**src/core/nac_defines.svh**
```systemverilog
// Register map, field positions, keys and timing counts of the NVM access controller.
// Assumes inclusion by bare name from package and modules.
`ifndef NAC_DEFINES_SVH
`define NAC_DEFINES_SVH

// Word offsets on the Wishbone bus (byte addresses)
`define NAC_OFS_CTRL 8'h00
`define NAC_OFS_UNLOCK 8'h04
`define NAC_OFS_ADDR 8'h08
`define NAC_OFS_DATA 8'h0C
`define NAC_OFS_FLAGS 8'h10
`define NAC_OFS_ENABLES 8'h14
`define NAC_OFS_PRIORITY 8'h18

// Control register bit positions
`define NAC_BIT_ARRAY_SEL 7
`define NAC_BIT_CFG_SEL 6
`define NAC_BIT_ROW_WIPE 4
`define NAC_BIT_ABORTED 3
`define NAC_BIT_PERMIT 2
`define NAC_BIT_PROG 1
`define NAC_BIT_FETCH 0

// Completion flag position in the peripheral flag, enable and priority registers
`define NAC_BIT_DONE 4

// Unlock keys
`define NAC_KEY_FIRST 8'h55
`define NAC_KEY_SECOND 8'hAA

// Self-timed program cycle and power-up hold, in core clock cycles
`define NAC_PROG_CYCLES 4000
`define NAC_PWRT_CYCLES 1000
`define NAC_CNT_W 16

`endif

```
**src/core/nac_pkg.sv**
```systemverilog
// Types shared by the NVM access controller modules.
// Assumes nac_defines.svh is on the include path.
package nac_pkg;
	`include "nac_defines.svh"

	// One-hot controller states
	typedef enum logic [2:0] {
		NAC_ST_IDLE = 3'b001,
		NAC_ST_READ = 3'b010,
		NAC_ST_PROG = 3'b100
	} nac_state_t;

	// Unlock sequence progress
	typedef enum logic [2:0] {
		NAC_UL_NONE = 3'b001,
		NAC_UL_FIRST = 3'b010,
		NAC_UL_ARMED = 3'b100
	} nac_unlock_t;

	// Target space picked by the select bits
	typedef enum logic [1:0] {
		NAC_TGT_EEPROM = 2'h0,
		NAC_TGT_FLASH = 2'h1,
		NAC_TGT_CONFIG = 2'h2
	} nac_target_t;

	// Space decode shared by fetch gating and the program cycle
	function automatic nac_target_t nac_target(input logic arr_sel, input logic cfg_sel);
		if (cfg_sel) begin
			return NAC_TGT_CONFIG;
		end else if (arr_sel) begin
			return NAC_TGT_FLASH;
		end
		return NAC_TGT_EEPROM;
	endfunction : nac_target
endpackage : nac_pkg

```
**src/core/nac_unlock_seq.sv**
```systemverilog
// Unlock sequence tracker: two key writes to the unlock port arm one program start.
// Assumes strobes are one-cycle pulses from the bus slave on the same clock.
`include "nac_defines.svh"
module nac_unlock_seq
	import nac_pkg::*;
(
	// Clock and reset
	input wire logic clk_i,
	input wire logic rst_i,
	// Bus write strobes
	input wire logic unlock_wr_i,
	input wire logic other_wr_i,
	input wire logic [7:0] wdata_i,
	// Status
	output logic armed_o
);
	nac_unlock_t state_ff;
	nac_unlock_t nxt_state;

	// Any write that breaks the 55h, AAh order drops back to the start
	always_comb begin
		nxt_state = state_ff;
		if (unlock_wr_i) begin
			if (wdata_i == `NAC_KEY_FIRST) begin
				nxt_state = NAC_UL_FIRST;
			end else if (wdata_i == `NAC_KEY_SECOND && state_ff == NAC_UL_FIRST) begin
				nxt_state = NAC_UL_ARMED;
			end else begin
				nxt_state = NAC_UL_NONE;
			end
		end else if (other_wr_i) begin
			nxt_state = NAC_UL_NONE;
		end
	end

	// Sequence state
	always_ff @(posedge clk_i) begin
		if (rst_i) begin
			state_ff <= NAC_UL_NONE;
		end else begin
			state_ff <= nxt_state;
		end
	end

	assign armed_o = (state_ff == NAC_UL_ARMED);
endmodule : nac_unlock_seq

```
**src/core/nac_eeprom_array.sv**
```systemverilog
// Data EEPROM array model: 256 bytes held in flip-flops, one write port.
// Assumes the controller writes at most one byte per cycle.
module nac_eeprom_array
	import nac_pkg::*;
(
	// Clock
	input wire logic clk_i,
	// Access port
	input wire logic we_i,
	input wire logic [7:0] addr_i,
	input wire logic [7:0] wdata_i,
	output logic [7:0] rdata_o
);
	logic [7:0] mem_ff [256];

	// Erase-before-write collapses to a single byte replace here
	always_ff @(posedge clk_i) begin
		if (we_i) begin
			mem_ff[addr_i] <= wdata_i;
		end
	end

	// Contents survive reset, as a nonvolatile store would
	assign rdata_o = mem_ff[addr_i];
endmodule : nac_eeprom_array

```
**src/core/nac_top.sv**
```systemverilog
// NVM access controller: Wishbone register file, one-cycle reads, self-timed writes.
// Assumes a classic Wishbone master on clk_i; por_i marks power-on, rst_i any reset.
// Behaviour
// - With config select clear, array select picks EEPROM (0) or flash (1).
// - Config select set sends later operations to configuration registers.
// - Writes need store permit; power-up clears store permit.
// - Aborted flag sets on program trigger, clears on normal completion.
// - Aborted flag stays set across reset mid-cycle or after improper attempt.
// - Aborted write leaves array and config select bits untouched.
// - Program trigger starts timed cycle; software sets only, hardware clears.
// - Completion sets done flag bit 4; only software clears it (here rst_i and por_i also clear it).
// - Fetch trigger does a one-cycle EEPROM read, then self-clears.
// - Fetch trigger ignored while array select or config select is one.
// - Row wipe makes next trigger erase flash row, then clears itself.
// - Unlock port stores nothing and reads as zero.
// - Address register is 8 bits, selecting 256 byte locations.
// - Data register holds the byte read or to be written.
// - Each EEPROM byte write erases then programs, timed on chip.
// - Control bit 5 is unimplemented and reads zero.
// - Row wipe, permit, program and fetch triggers reset to zero.
// - Write 55h then AAh to unlock port, then trigger; else refused.
// - Trigger refused unless permit already set; same-write setting fails.
// - During a cycle, control, address and data registers are frozen.
// - Writes blocked while the power-up timer runs.
//
// The placing of the registers and the Wishbone interface to the registers were left to the implementer.
`include "nac_defines.svh"
module nac_top
	import nac_pkg::*;
#(
	parameter logic [`NAC_CNT_W-1:0] PROG_CYCLES = `NAC_CNT_W'(`NAC_PROG_CYCLES),
	parameter logic [`NAC_CNT_W-1:0] PWRT_CYCLES = `NAC_CNT_W'(`NAC_PWRT_CYCLES)
)(
	// Clock and resets
	input wire logic clk_i,
	input wire logic rst_i,
	input wire logic por_i,
	// Wishbone slave
	input wire logic wb_cyc_i,
	input wire logic wb_stb_i,
	input wire logic wb_we_i,
	input wire logic [7:0] wb_adr_i,
	input wire logic [3:0] wb_sel_i,
	input wire logic [31:0] wb_dat_i,
	output logic [31:0] wb_dat_o,
	output logic wb_ack_o,
	// Status
	output logic prog_busy_o,
	output logic nvm_done_flag_o,
	output logic aborted_program_flag_o,
	output logic row_wipe_done_o
);
	// Bus and control state
	logic ack_ff;
	logic [31:0] rdat_ff;
	logic array_select_ff;
	logic config_space_select_ff;
	logic row_wipe_ff;
	logic aborted_ff;
	logic store_permit_ff;
	logic prog_trig_ff;
	logic fetch_trig_ff;
	logic [7:0] eeprom_address_ff;
	logic [7:0] eeprom_data_ff;
	logic done_flag_ff;
	logic done_enable_ff;
	logic done_priority_ff;
	logic [`NAC_CNT_W-1:0] prog_cnt_ff;
	logic [`NAC_CNT_W-1:0] pwrt_cnt_ff;
	logic busy_ff;
	logic wipe_pulse_ff;
	nac_state_t state_ff;
	nac_state_t nxt_state;

	// Decoded bus events
	logic bus_req;
	logic bus_wr;
	logic wr_ctrl;
	logic wr_unlock;
	logic wr_addr;
	logic wr_data;
	logic wr_flags;
	logic wr_enables;
	logic wr_priority;
	logic [7:0] wbyte;
	logic armed;
	logic pwrt_running;
	logic start_prog;
	logic bad_prog;
	logic start_fetch;
	logic prog_end;
	logic array_we;
	logic [7:0] array_rdata;
	logic [7:0] ctrl_view;
	logic [7:0] nxt_rdat;

	// A write lands at the edge where ack is seen, matching the master's sampling
	assign bus_req = wb_cyc_i & wb_stb_i;
	assign bus_wr = bus_req & wb_we_i & ack_ff & wb_sel_i[0];
	assign wbyte = wb_dat_i[7:0];
	assign wr_ctrl = bus_wr & (wb_adr_i == `NAC_OFS_CTRL);
	assign wr_unlock = bus_wr & (wb_adr_i == `NAC_OFS_UNLOCK);
	assign wr_addr = bus_wr & (wb_adr_i == `NAC_OFS_ADDR);
	assign wr_data = bus_wr & (wb_adr_i == `NAC_OFS_DATA);
	assign wr_flags = bus_wr & (wb_adr_i == `NAC_OFS_FLAGS);
	assign wr_enables = bus_wr & (wb_adr_i == `NAC_OFS_ENABLES);
	assign wr_priority = bus_wr & (wb_adr_i == `NAC_OFS_PRIORITY);

	// Program start needs unlock, prior permit, idle and power-up hold over
	assign pwrt_running = (pwrt_cnt_ff != '0);
	assign start_prog = wr_ctrl & wbyte[`NAC_BIT_PROG] & armed
		& store_permit_ff & ~busy_ff & ~pwrt_running;
	// A trigger written without the full handshake counts as improper
	assign bad_prog = wr_ctrl & wbyte[`NAC_BIT_PROG] & ~busy_ff & ~start_prog;
	// Fetch is gated by the select bits as they will stand after this write
	assign start_fetch = wr_ctrl & ~busy_ff & wbyte[`NAC_BIT_FETCH]
		& (nac_target(wbyte[`NAC_BIT_ARRAY_SEL], wbyte[`NAC_BIT_CFG_SEL])
		== NAC_TGT_EEPROM);
	assign prog_end = (state_ff == NAC_ST_PROG) && (prog_cnt_ff == '0);
	// Only the EEPROM target touches the byte array; other spaces just time out
	assign array_we = prog_end && (nac_target(array_select_ff, config_space_select_ff)
		== NAC_TGT_EEPROM);

	// Unlock sequence tracker
	nac_unlock_seq u_unlock (
		.clk_i(clk_i),
		.rst_i(rst_i),
		.unlock_wr_i(wr_unlock),
		.other_wr_i(bus_wr & ~wr_unlock),
		.wdata_i(wbyte),
		.armed_o(armed)
	);

	// Byte array
	nac_eeprom_array u_array (
		.clk_i(clk_i),
		.we_i(array_we),
		.addr_i(eeprom_address_ff),
		.wdata_i(eeprom_data_ff),
		.rdata_o(array_rdata)
	);

	// Controller sequence
	always_comb begin
		nxt_state = state_ff;
		case (state_ff)
			NAC_ST_IDLE: begin
				if (start_prog) begin
					nxt_state = NAC_ST_PROG;
				end else if (start_fetch) begin
					nxt_state = NAC_ST_READ;
				end
			end
			NAC_ST_READ: begin
				nxt_state = NAC_ST_IDLE;
			end
			NAC_ST_PROG: begin
				if (prog_cnt_ff == '0) begin
					nxt_state = NAC_ST_IDLE;
				end
			end
			default: begin
				nxt_state = NAC_ST_IDLE;
			end
		endcase
	end

	// State register
	always_ff @(posedge clk_i) begin
		if (rst_i) begin
			state_ff <= NAC_ST_IDLE;
		end else begin
			state_ff <= nxt_state;
		end
	end

	// Self-timed cycle counter, loaded at start and run down to zero
	always_ff @(posedge clk_i) begin
		if (rst_i) begin
			prog_cnt_ff <= '0;
		end else if (start_prog) begin
			prog_cnt_ff <= PROG_CYCLES - `NAC_CNT_W'(1);
		end else if (state_ff == NAC_ST_PROG && prog_cnt_ff != '0) begin
			prog_cnt_ff <= prog_cnt_ff - `NAC_CNT_W'(1);
		end
	end

	// Busy follows the program cycle; a reset aborts it
	always_ff @(posedge clk_i) begin
		if (rst_i) begin
			busy_ff <= 1'b0;
		end else if (start_prog) begin
			busy_ff <= 1'b1;
		end else if (prog_end) begin
			busy_ff <= 1'b0;
		end
	end

	// Power-up hold counter restarts on every power-on reset
	always_ff @(posedge clk_i) begin
		if (por_i) begin
			pwrt_cnt_ff <= PWRT_CYCLES;
		end else if (pwrt_cnt_ff != '0) begin
			pwrt_cnt_ff <= pwrt_cnt_ff - `NAC_CNT_W'(1);
		end
	end

	// Select bits survive ordinary resets so a failed write can be traced
	always_ff @(posedge clk_i) begin
		if (por_i) begin
			array_select_ff <= 1'b0;
			config_space_select_ff <= 1'b0;
		end else if (wr_ctrl && !busy_ff) begin
			array_select_ff <= wbyte[`NAC_BIT_ARRAY_SEL];
			config_space_select_ff <= wbyte[`NAC_BIT_CFG_SEL];
		end
	end

	// Aborted flag: not touched by rst_i, so a reset mid-cycle leaves it set
	always_ff @(posedge clk_i) begin
		if (por_i) begin
			aborted_ff <= 1'b0;
		end else if (start_prog || bad_prog) begin
			aborted_ff <= 1'b1;
		end else if (prog_end) begin
			aborted_ff <= 1'b0;
		end else if (wr_ctrl && !busy_ff && !wbyte[`NAC_BIT_ABORTED]) begin
			aborted_ff <= 1'b0;
		end
	end

	// Row wipe and store permit are software fields, frozen while busy
	always_ff @(posedge clk_i) begin
		if (rst_i || por_i) begin
			row_wipe_ff <= 1'b0;
			store_permit_ff <= 1'b0;
		end else if (prog_end) begin
			row_wipe_ff <= 1'b0;
		end else if (wr_ctrl && !busy_ff) begin
			row_wipe_ff <= wbyte[`NAC_BIT_ROW_WIPE];
			store_permit_ff <= wbyte[`NAC_BIT_PERMIT];
		end
	end

	// Triggers: software can only set them, hardware clears at completion
	always_ff @(posedge clk_i) begin
		if (rst_i || por_i) begin
			prog_trig_ff <= 1'b0;
			fetch_trig_ff <= 1'b0;
		end else begin
			if (start_prog) begin
				prog_trig_ff <= 1'b1;
			end else if (prog_end) begin
				prog_trig_ff <= 1'b0;
			end
			fetch_trig_ff <= start_fetch;
		end
	end

	// Flash row erase completion pulse for the flash datapath
	always_ff @(posedge clk_i) begin
		if (rst_i) begin
			wipe_pulse_ff <= 1'b0;
		end else begin
			wipe_pulse_ff <= prog_end && row_wipe_ff
				&& nac_target(array_select_ff, config_space_select_ff) == NAC_TGT_FLASH;
		end
	end

	// Address register, 8 bits wide, frozen during a cycle
	always_ff @(posedge clk_i) begin
		if (rst_i) begin
			eeprom_address_ff <= 8'h00;
		end else if (wr_addr && !busy_ff) begin
			eeprom_address_ff <= wbyte;
		end
	end

	// Data register: loaded by software or by the one-cycle fetch
	always_ff @(posedge clk_i) begin
		if (rst_i) begin
			eeprom_data_ff <= 8'h00;
		end else if (state_ff == NAC_ST_READ) begin
			eeprom_data_ff <= array_rdata;
		end else if (wr_data && !busy_ff) begin
			eeprom_data_ff <= wbyte;
		end
	end

	// Done flag: completion wins over a software clear in the same cycle
	always_ff @(posedge clk_i) begin
		if (rst_i || por_i) begin
			done_flag_ff <= 1'b0;
		end else if (prog_end) begin
			done_flag_ff <= 1'b1;
		end else if (wr_flags) begin
			done_flag_ff <= wbyte[`NAC_BIT_DONE];
		end
	end

	// Enable and priority bits are storage only; this block raises no interrupt
	always_ff @(posedge clk_i) begin
		if (rst_i || por_i) begin
			done_enable_ff <= 1'b0;
			done_priority_ff <= 1'b0;
		end else begin
			if (wr_enables) begin
				done_enable_ff <= wbyte[`NAC_BIT_DONE];
			end
			if (wr_priority) begin
				done_priority_ff <= wbyte[`NAC_BIT_DONE];
			end
		end
	end

	// Control register view; bit 5 stays zero
	always_comb begin
		ctrl_view = 8'h00;
		ctrl_view[`NAC_BIT_ARRAY_SEL] = array_select_ff;
		ctrl_view[`NAC_BIT_CFG_SEL] = config_space_select_ff;
		ctrl_view[`NAC_BIT_ROW_WIPE] = row_wipe_ff;
		ctrl_view[`NAC_BIT_ABORTED] = aborted_ff;
		ctrl_view[`NAC_BIT_PERMIT] = store_permit_ff;
		ctrl_view[`NAC_BIT_PROG] = prog_trig_ff;
		ctrl_view[`NAC_BIT_FETCH] = fetch_trig_ff;
	end

	// Read mux; the unlock port and unmapped words read as zero
	always_comb begin
		nxt_rdat = 8'h00;
		case (wb_adr_i)
			`NAC_OFS_CTRL: nxt_rdat = ctrl_view;
			`NAC_OFS_UNLOCK: nxt_rdat = 8'h00;
			`NAC_OFS_ADDR: nxt_rdat = eeprom_address_ff;
			`NAC_OFS_DATA: nxt_rdat = eeprom_data_ff;
			`NAC_OFS_FLAGS: nxt_rdat[`NAC_BIT_DONE] = done_flag_ff;
			`NAC_OFS_ENABLES: nxt_rdat[`NAC_BIT_DONE] = done_enable_ff;
			`NAC_OFS_PRIORITY: nxt_rdat[`NAC_BIT_DONE] = done_priority_ff;
			default: nxt_rdat = 8'h00;
		endcase
	end

	// Ack one cycle after the request, dropped the cycle after
	always_ff @(posedge clk_i) begin
		if (rst_i) begin
			ack_ff <= 1'b0;
			rdat_ff <= 32'h00000000;
		end else begin
			ack_ff <= bus_req & ~ack_ff;
			if (bus_req && !ack_ff) begin
				rdat_ff <= {24'h000000, nxt_rdat};
			end
		end
	end

	// Outputs straight from flip-flops
	assign wb_ack_o = ack_ff;
	assign wb_dat_o = rdat_ff;
	assign prog_busy_o = busy_ff;
	assign nvm_done_flag_o = done_flag_ff;
	assign aborted_program_flag_o = aborted_ff;
	assign row_wipe_done_o = wipe_pulse_ff;
endmodule : nac_top

```
**config.mk**
```make
export PLATFORM = sky130hd
export DESIGN_NAME = nac_top
export DESIGN_NICKNAME = d
export VERILOG_FILES = /design/src/core/nac_pkg.sv /design/src/core/nac_unlock_seq.sv /design/src/core/nac_eeprom_array.sv /design/src/core/nac_top.sv
export VERILOG_INCLUDE_DIRS = /design/src /design/src/core
export SDC_FILE = /design/constraint.sdc
export NUM_CORES = 2
export LEC_CHECK = 0
export BUFFER_PORTS_ARGS = -buffer_cell sky130_fd_sc_hd__clkbuf_2
export CAP_MARGIN = 5
export CORE_MARGIN = 3
export CORE_UTILIZATION = 45
export DETAILED_ROUTE_END_ITERATION = 10
export PLACE_DENSITY = 0.71
export SYNTH_ARGS = -nofsm -noshare
export SYNTH_HDL_FRONTEND = slang
export SYNTH_SLANG_ARGS = --single-unit
```
**constraint.sdc**
```tcl
create_clock -name clk_i -period 5.8 [get_ports clk_i]
set_input_delay 0.87 -clock clk_i [delete_from_list [all_inputs] [get_ports clk_i]]
set_output_delay 0.87 -clock clk_i [all_outputs]
set_load 0.02 [all_outputs]
```
# Yosys cells after proc, flatten, opt, wreduce, memory -nomap -nowiden
# Memory sizes are Yosys's and may differ from the RTL's. A register that Yosys moved wholly into a read port is not among the register bits.
# Cells that the tools add are included.
[totals] reg_bits=75 ram_bits=2048 inputBits=50 out_inout_bits=37 mem_count=1
[classes] addsub=2 eq_ne=16 mux=39 bitwise_logic=29 n_reduce_logical=32
[mem_list] name="u_array.mem_ff" words=256 width=8 rd=1 rd_clocked_by_memory_dff=1 wr=1 line_no="nac_eeprom_array.sv:14" rtl="logic [7:0] mem_ff [256];"
[op_table] cell="8-bit two-way mux" n=4
[op_table] cell="16-bit nonzero test" n=2
[op_table] cell="16-bit by 1-bit subtractor with 16-bit output (second input constant)" n=2
[op_table] cell="8-bit by 5-bit equality test with 1-bit output (second input constant)" n=3
[op_table] cell="12-bit two-way mux" n=2
[op_table] cell="1-bit bitwise AND" n=23
[op_table] cell="3-bit two-way mux" n=7
[op_table] cell="8-bit by 4-bit equality test with 1-bit output (second input constant)" n=2
[op_table] cell="16-bit zero test" n=1
[op_table] cell="2-bit two-way mux" n=8
[op_table] cell="1-bit two-way mux" n=14
[op_table] cell="4-bit one-hot mux with 3 select lines" n=1
[op_table] cell="1-bit logical AND" n=11
[op_table] cell="2-bit nonzero test" n=5
[op_table] cell="3-bit one-hot mux with 3 select lines" n=1
[op_table] cell="8-bit by 3-bit equality test with 1-bit output (second input constant)" n=1
[op_table] cell="8-bit by 7-bit equality test with 1-bit output (second input constant)" n=1
[op_table] cell="8-bit equality test (second input constant)" n=1
[op_table] cell="8-bit zero test" n=1
[op_table] cell="3-bit by 2-bit equality test with 1-bit output (second input constant)" n=2
[op_table] cell="3-bit equality test (second input constant)" n=2
[op_table] cell="1-bit inverter" n=6
[op_table] cell="1-bit one-hot mux with 6 select lines" n=1
[op_table] cell="3-bit one-hot mux with 2 select lines" n=1
[op_table] cell="other kinds (10)" n=16

# Logic depth before layout (Yosys ltp)
[depth] word_depth=14 depth_mapped=13 ltp_nobuf=9

# Hierarchy
# From an unflattened synthesis, not the netlist that was laid out.
[unflattened] cells_unflattened=3980 hier_area_um2=82205.1
[by_module_without_submodules] mod="nac_eeprom_array" n_inst=1 cells_each=3539 area_per_inst_um2=78332.6 seq_area_each_um2=61499.0
[by_module_without_submodules] mod="nac_top" n_inst=1 cells_each=423 area_per_inst_um2=3702.3 seq_area_each_um2=1441.4
[by_module_without_submodules] mod="nac_unlock_seq" n_inst=1 cells_each=18 area_per_inst_um2=170.2 seq_area_each_um2=60.1

# Worst setup path after synthesis
# No wires, ideal clock.
[synth_path] kind="reg-to-reg" startpoint="register eeprom_data_ff[4]" endpoint="register rdat_ff[4] (netlist: wb_dat_o[4])" setup_ns=0.078 arrival_time_ns=4.295 t_required_ns=5.722 path_slack_ns=1.427 stages_incl_launch_ff=6 n_path_buf=0 path_cell_list="dfxtp_1 > mux2_2 > a22oi_1 > nor2_1 > a311oi_1 > nor3_1"
[synth_via] elab_chain_len=1
[synth_rtl] element="start: declaration" line_no="nac_top.sv:64" rtl="logic [7:0] eeprom_data_ff;"
[synth_rtl] element="start signal: assignment" line_no="nac_top.sv:284" rtl="eeprom_data_ff <= array_rdata;"
[synth_rtl] element="start signal: assignment" line_no="nac_top.sv:286" rtl="eeprom_data_ff <= wbyte;"
[synth_rtl] element="1-bit one-hot mux with 6 select lines" line_no="nac_top.sv:331" rtl="case (wb_adr_i)"
[synth_rtl] element="end signal: assignment" line_no="nac_top.sv:351" rtl="rdat_ff <= {24'h000000, nxt_rdat};"
[synth_rtl] element="end: declaration" line_no="nac_top.sv:55" rtl="logic [31:0] rdat_ff;"
# Every way passes these cells.
# A chain may end at the register's enable or synchronous reset.

# Final worst setup path
[layout_path] startpoint="register prog_cnt_ff[0]" endpoint="memory u_array.mem_ff[59][1] (enable)"
[layout_via] elab_chain_len=5
[layout_rtl] element="start: declaration" line_no="nac_top.sv:68" rtl="logic [`NAC_CNT_W-1:0] prog_cnt_ff;"
[layout_rtl] element="start signal: assignment" line_no="nac_top.sv:182" rtl="prog_cnt_ff <= PROG_CYCLES - `NAC_CNT_W'(1);"
[layout_rtl] element="start signal: assignment" line_no="nac_top.sv:184" rtl="prog_cnt_ff <= prog_cnt_ff - `NAC_CNT_W'(1);"
[layout_rtl] element="16-bit zero test" line_no="nac_top.sv:119" rtl="assign prog_end = (state_ff == NAC_ST_PROG) && (prog_cnt_ff == '0);"
[layout_rtl] element="1-bit logical AND" line_no="nac_top.sv:119"
[layout_rtl] element="1-bit logical AND" line_no="nac_top.sv:121" rtl="assign array_we = prog_end && (nac_target(array_select_ff, config_space_select_ff)"
[layout_rtl] element="1-bit two-way mux" line_no="nac_eeprom_array.sv:18" rtl="if (we_i) begin"
[layout_rtl] element="1-bit two-way mux (not written as such)" line_no="nac_eeprom_array.sv:19" rtl="mem_ff[addr_i] <= wdata_i;"
[layout_rtl] element="end: declaration" line_no="nac_eeprom_array.sv:14"
# Every way passes these cells.

==> flow_summary.json <==
{
  "cts_tree": "yes",
  "post_cts_buffers": 0,
  "worstReg2RegStart": "prog_cnt_ff[0]",
  "postCtsHoldBufs": 0,
  "clk_pin_slew_worst_paths_ps": 60,
  "maxSlewHeadroom_pct": 3.436,
  "grt_max_degree": 247,
  "p_seq_share_pct": 55.7,
  "cp.arrival_ps": 5120,
  "synthFlopType": "edfxtp_1",
  "finalNetCount": 4457,
  "synthXorXnorAreaFrac_pct": 0.2414,
  "leakage_nw": 26.49,
  "startpoint_type": "flip-flop",
  "synth.avg_cell_area_um2": 19.54,
  "synth-edff-count": 2048,
  "core_area_um2": 183700,
  "regArea_um2": 63210,
  "synth_fa_ha_area_share_pct": 0.04499,
  "p_clk_share_pct": 44.1,
  "required_ps": 6250,
  "die_x_um": 436.6,
  "min_path_type": "in2reg",
  "pwr-share-comb_pct": 0.2,
  "instances_no_fill": 7045,
  "layout_commonest_cell": "edfxtp_1",
  "grt_pass1_vias": 42480,
  "endpoint_kind": "flip-flop",
  "die_area_um2": 190600,
  "routed_wl_um": 211900,
  "grt.overflow.total": 0,
  "cts_root_buffer": "clkbuf_16",
  "max_cap_viol_count": 0,
  "cts.sinks": 2131,
  "rsz0062_at_grt": "no",
  "die_height_um": 436.6,
  "min_from": "wb_dat_i[7]",
  "hold_ws_ps": 377.5,
  "first_pass_iters": 10,
  "drive_gt1_share_pct": 21.77,
  "gp_congestion": 0.9040,
  "vias_per_cell": 6.156,
  "cellPowerDensity_nw_per_um2": 319.6,
  "p_sw_share_pct": 19.26,
  "numPlacedInstances": 6665,
  "vias": 43370,
  "synth_top_family_by_area": "multiplexers",
  "path_class": "reg2reg",
  "track_usage_pct": 22.07,
  "io_pins": 87,
  "p_int_mw": 24.08,
  "fin_setup_tns_ps": 0,
  "synthArstFlopShare_pct": 0,
  "slew_viol_final": 0,
  "port_buffers": 35,
  "final-setup-viol-count": 0,
  "crit_start": "prog_cnt_ff[0]",
  "num_rows": 157,
  "wl_per_cell_um": 30.08,
  "post-route-drc-count": 0,
  "ir_worst_vdd_uv": 279.6,
  "syn_inst": 4270,
  "synth-compound-area-share_pct": 3.101,
  "antenna_left": 0,
  "numCtsBuffers": 201,
  "worstMarginPinSlew_ps": 1412,
  "min_period_ps": 4675,
  "grt_antenna_before_repair": 8,
  "grt_pass1_wl_um": 306100,
  "start_util_pct": 45.43,
  "crit_fanout": 16,
  "fmax_ghz": 0.2139,
  "yosys_warnings": 0,
  "synthSimpleGateAreaFrac_pct": 4.194,
  "post_cts_resize_count": 0,
  "ys_seq_area_share_pct": 75.70,
  "clk_path_buf_depth": 3,
  "muxShareOfSynthArea_pct": 14.97,
  "dpl.hpwl_um": 126100,
  "hold_viol_final": 0,
  "multi_input_area_um2": 18940,
  "cts_max_level": 4,
  "drtIter0Drc": 6205,
  "pre_cts_slack_ps": 1303,
  "clk_latency_ps": 840,
  "synthToLayoutAreaGrowth_pct": 11.87,
  "status": "completed",
  "finClkSkew_ps": 41.79,
  "ys_seq_elements": 2131,
  "syn-cell-area_um2": 83440,
  "synth_cell_types": 84,
  "nFillCells": 14250,
  "layout_common_cells": "edfxtp_1, mux4_2, nor2_1",
  "switchingPower_mw": 5.744,
  "min_period_over_period_pct": 80.61,
  "setup_ws_ps": 1125
}
layer usage:
metal  vias to the layer above  share of wire, %  global-route usage (%)
met5                         -            0.0066                       0
met4                         2               4.0                   8.394
met3                       469                11                   5.856
met2                      2761                47                   33.84
met1                     22450                38                   30.45
li1                      17680                 -                       -
final cells by class:
type	instances	share of cell area, %
antenna	6	0.01609
clock buffer	242	5.645
clock inverter	132	1.413
inverter	10	0.04156
multi-input combinational	1885	20.29
sequential	2131	67.72
tap	2464	3.303
timing repair buffer	175	1.568
registers in the layout, summed over array words and instances, names as in the netlist, 3 cells and up, named ones only:
register,cells
eeprom_data_ff,8
pwrt_cnt_ff,16
u_unlock.state_ff,3
state_ff,3
prog_cnt_ff,16
eeprom_address_ff,8
u_array.mem_ff,2048
wb_dat_o,8
metrics by stage:
step	power, mW	instance area [um2]	utilization (%)
5_1_grt	30.61	93320	50.81
4_1_cts	29.96	93320	50.81
6_report	29.83	93340	50.82
3_5_place_dp	17.00	86730	47.22
3_3_place_gp	17.00	86730	47.22
2_1_floorplan	16.99	83520	-
power by group through the flow:
stage | Combinational (mW) | Clock (mW) | Sequential, mW
after floorplan | 0.0577 | 0 | 16.9
after global placement | 0.0654 | 0 | 16.9
after detailed placement | 0.0660 | 0 | 16.9
after CTS | 0.0666 | 13.3 | 16.6
after global routing | 0.0745 | 13.9 | 16.6
final | 0.0680 | 13.2 | 16.6
cell families (layout without fill, tap and decap cells):
| kind of cell | count (synthesis) | count (layout) |
|---|---|---|
| DFF | 2131 | 2131 |
| and+or+nand+nor | 783 | 783 |
| muxes | 678 | 678 |
| AOI/OAI and AO/OA | 374 | 374 |
| buffers and inverters | 277 | 559 |
| xor gates and xnor gates | 23 | 23 |
| adders and majority gates | 3 | 3 |
| other | 1 | 30 |
final timing paths:
| check | endpoint | slack, ps | depth (start not counted) |
|---|---|---|---|
| worst max-delay path | u_array.mem_ff[59][1] | 1120 | 10 |
| worst min-delay path | array_select_ff | 380 | 3 |
| worst max register to register | u_array.mem_ff[59][1] | 1120 | 10 |
| worst min register to register | prog_trig_ff | 470 | 2 |
synthesized netlist by cell type (8+ instances only):
library cell,n,area share (%)
a2111oi_0,10,0.10
buf_6,16,0.22
a21oi_1,74,0.44
a221oi_1,8,0.084
buf_4,59,0.53
a211oi_1,22,0.20
a22oi_1,28,0.25
o22ai_1,57,0.43
and3_1,9,0.067
buf_1,32,0.14
edfxtp_1,2048,74
xnor2_1,14,0.15
nor2_1,385,1.7
or3_1,10,0.075
o31ai_1,9,0.081
nand2b_1,19,0.14
xor2_1,9,0.094
nand2_1,164,0.74
buf_2,56,0.34
nand3_1,48,0.29
and2_1,15,0.11
o21ai_0,33,0.20
dfxtp_1,83,2.0
mux4_2,453,12
nor3_1,39,0.23
o211ai_1,13,0.12
nor2b_1,27,0.20
nor4_1,18,0.13
nand4_1,9,0.067
clkbuf_1,104,0.47
a31oi_1,25,0.19
o221ai_1,39,0.41
mux2_2,31,0.42
mux2i_1,194,2.3
critical path: stages, from the launching register on:
cell and delay, ps:
dfxtp_1 330, inv_1 80, ha_1 130, or4b_2 580
nor3_1 220, nand4_1 130, buf_4 190, nor4_1 690
and2b_1 420, nand3_1 610, nor2_1 880
No activity file was read; power rests on OpenSTA's default activity.
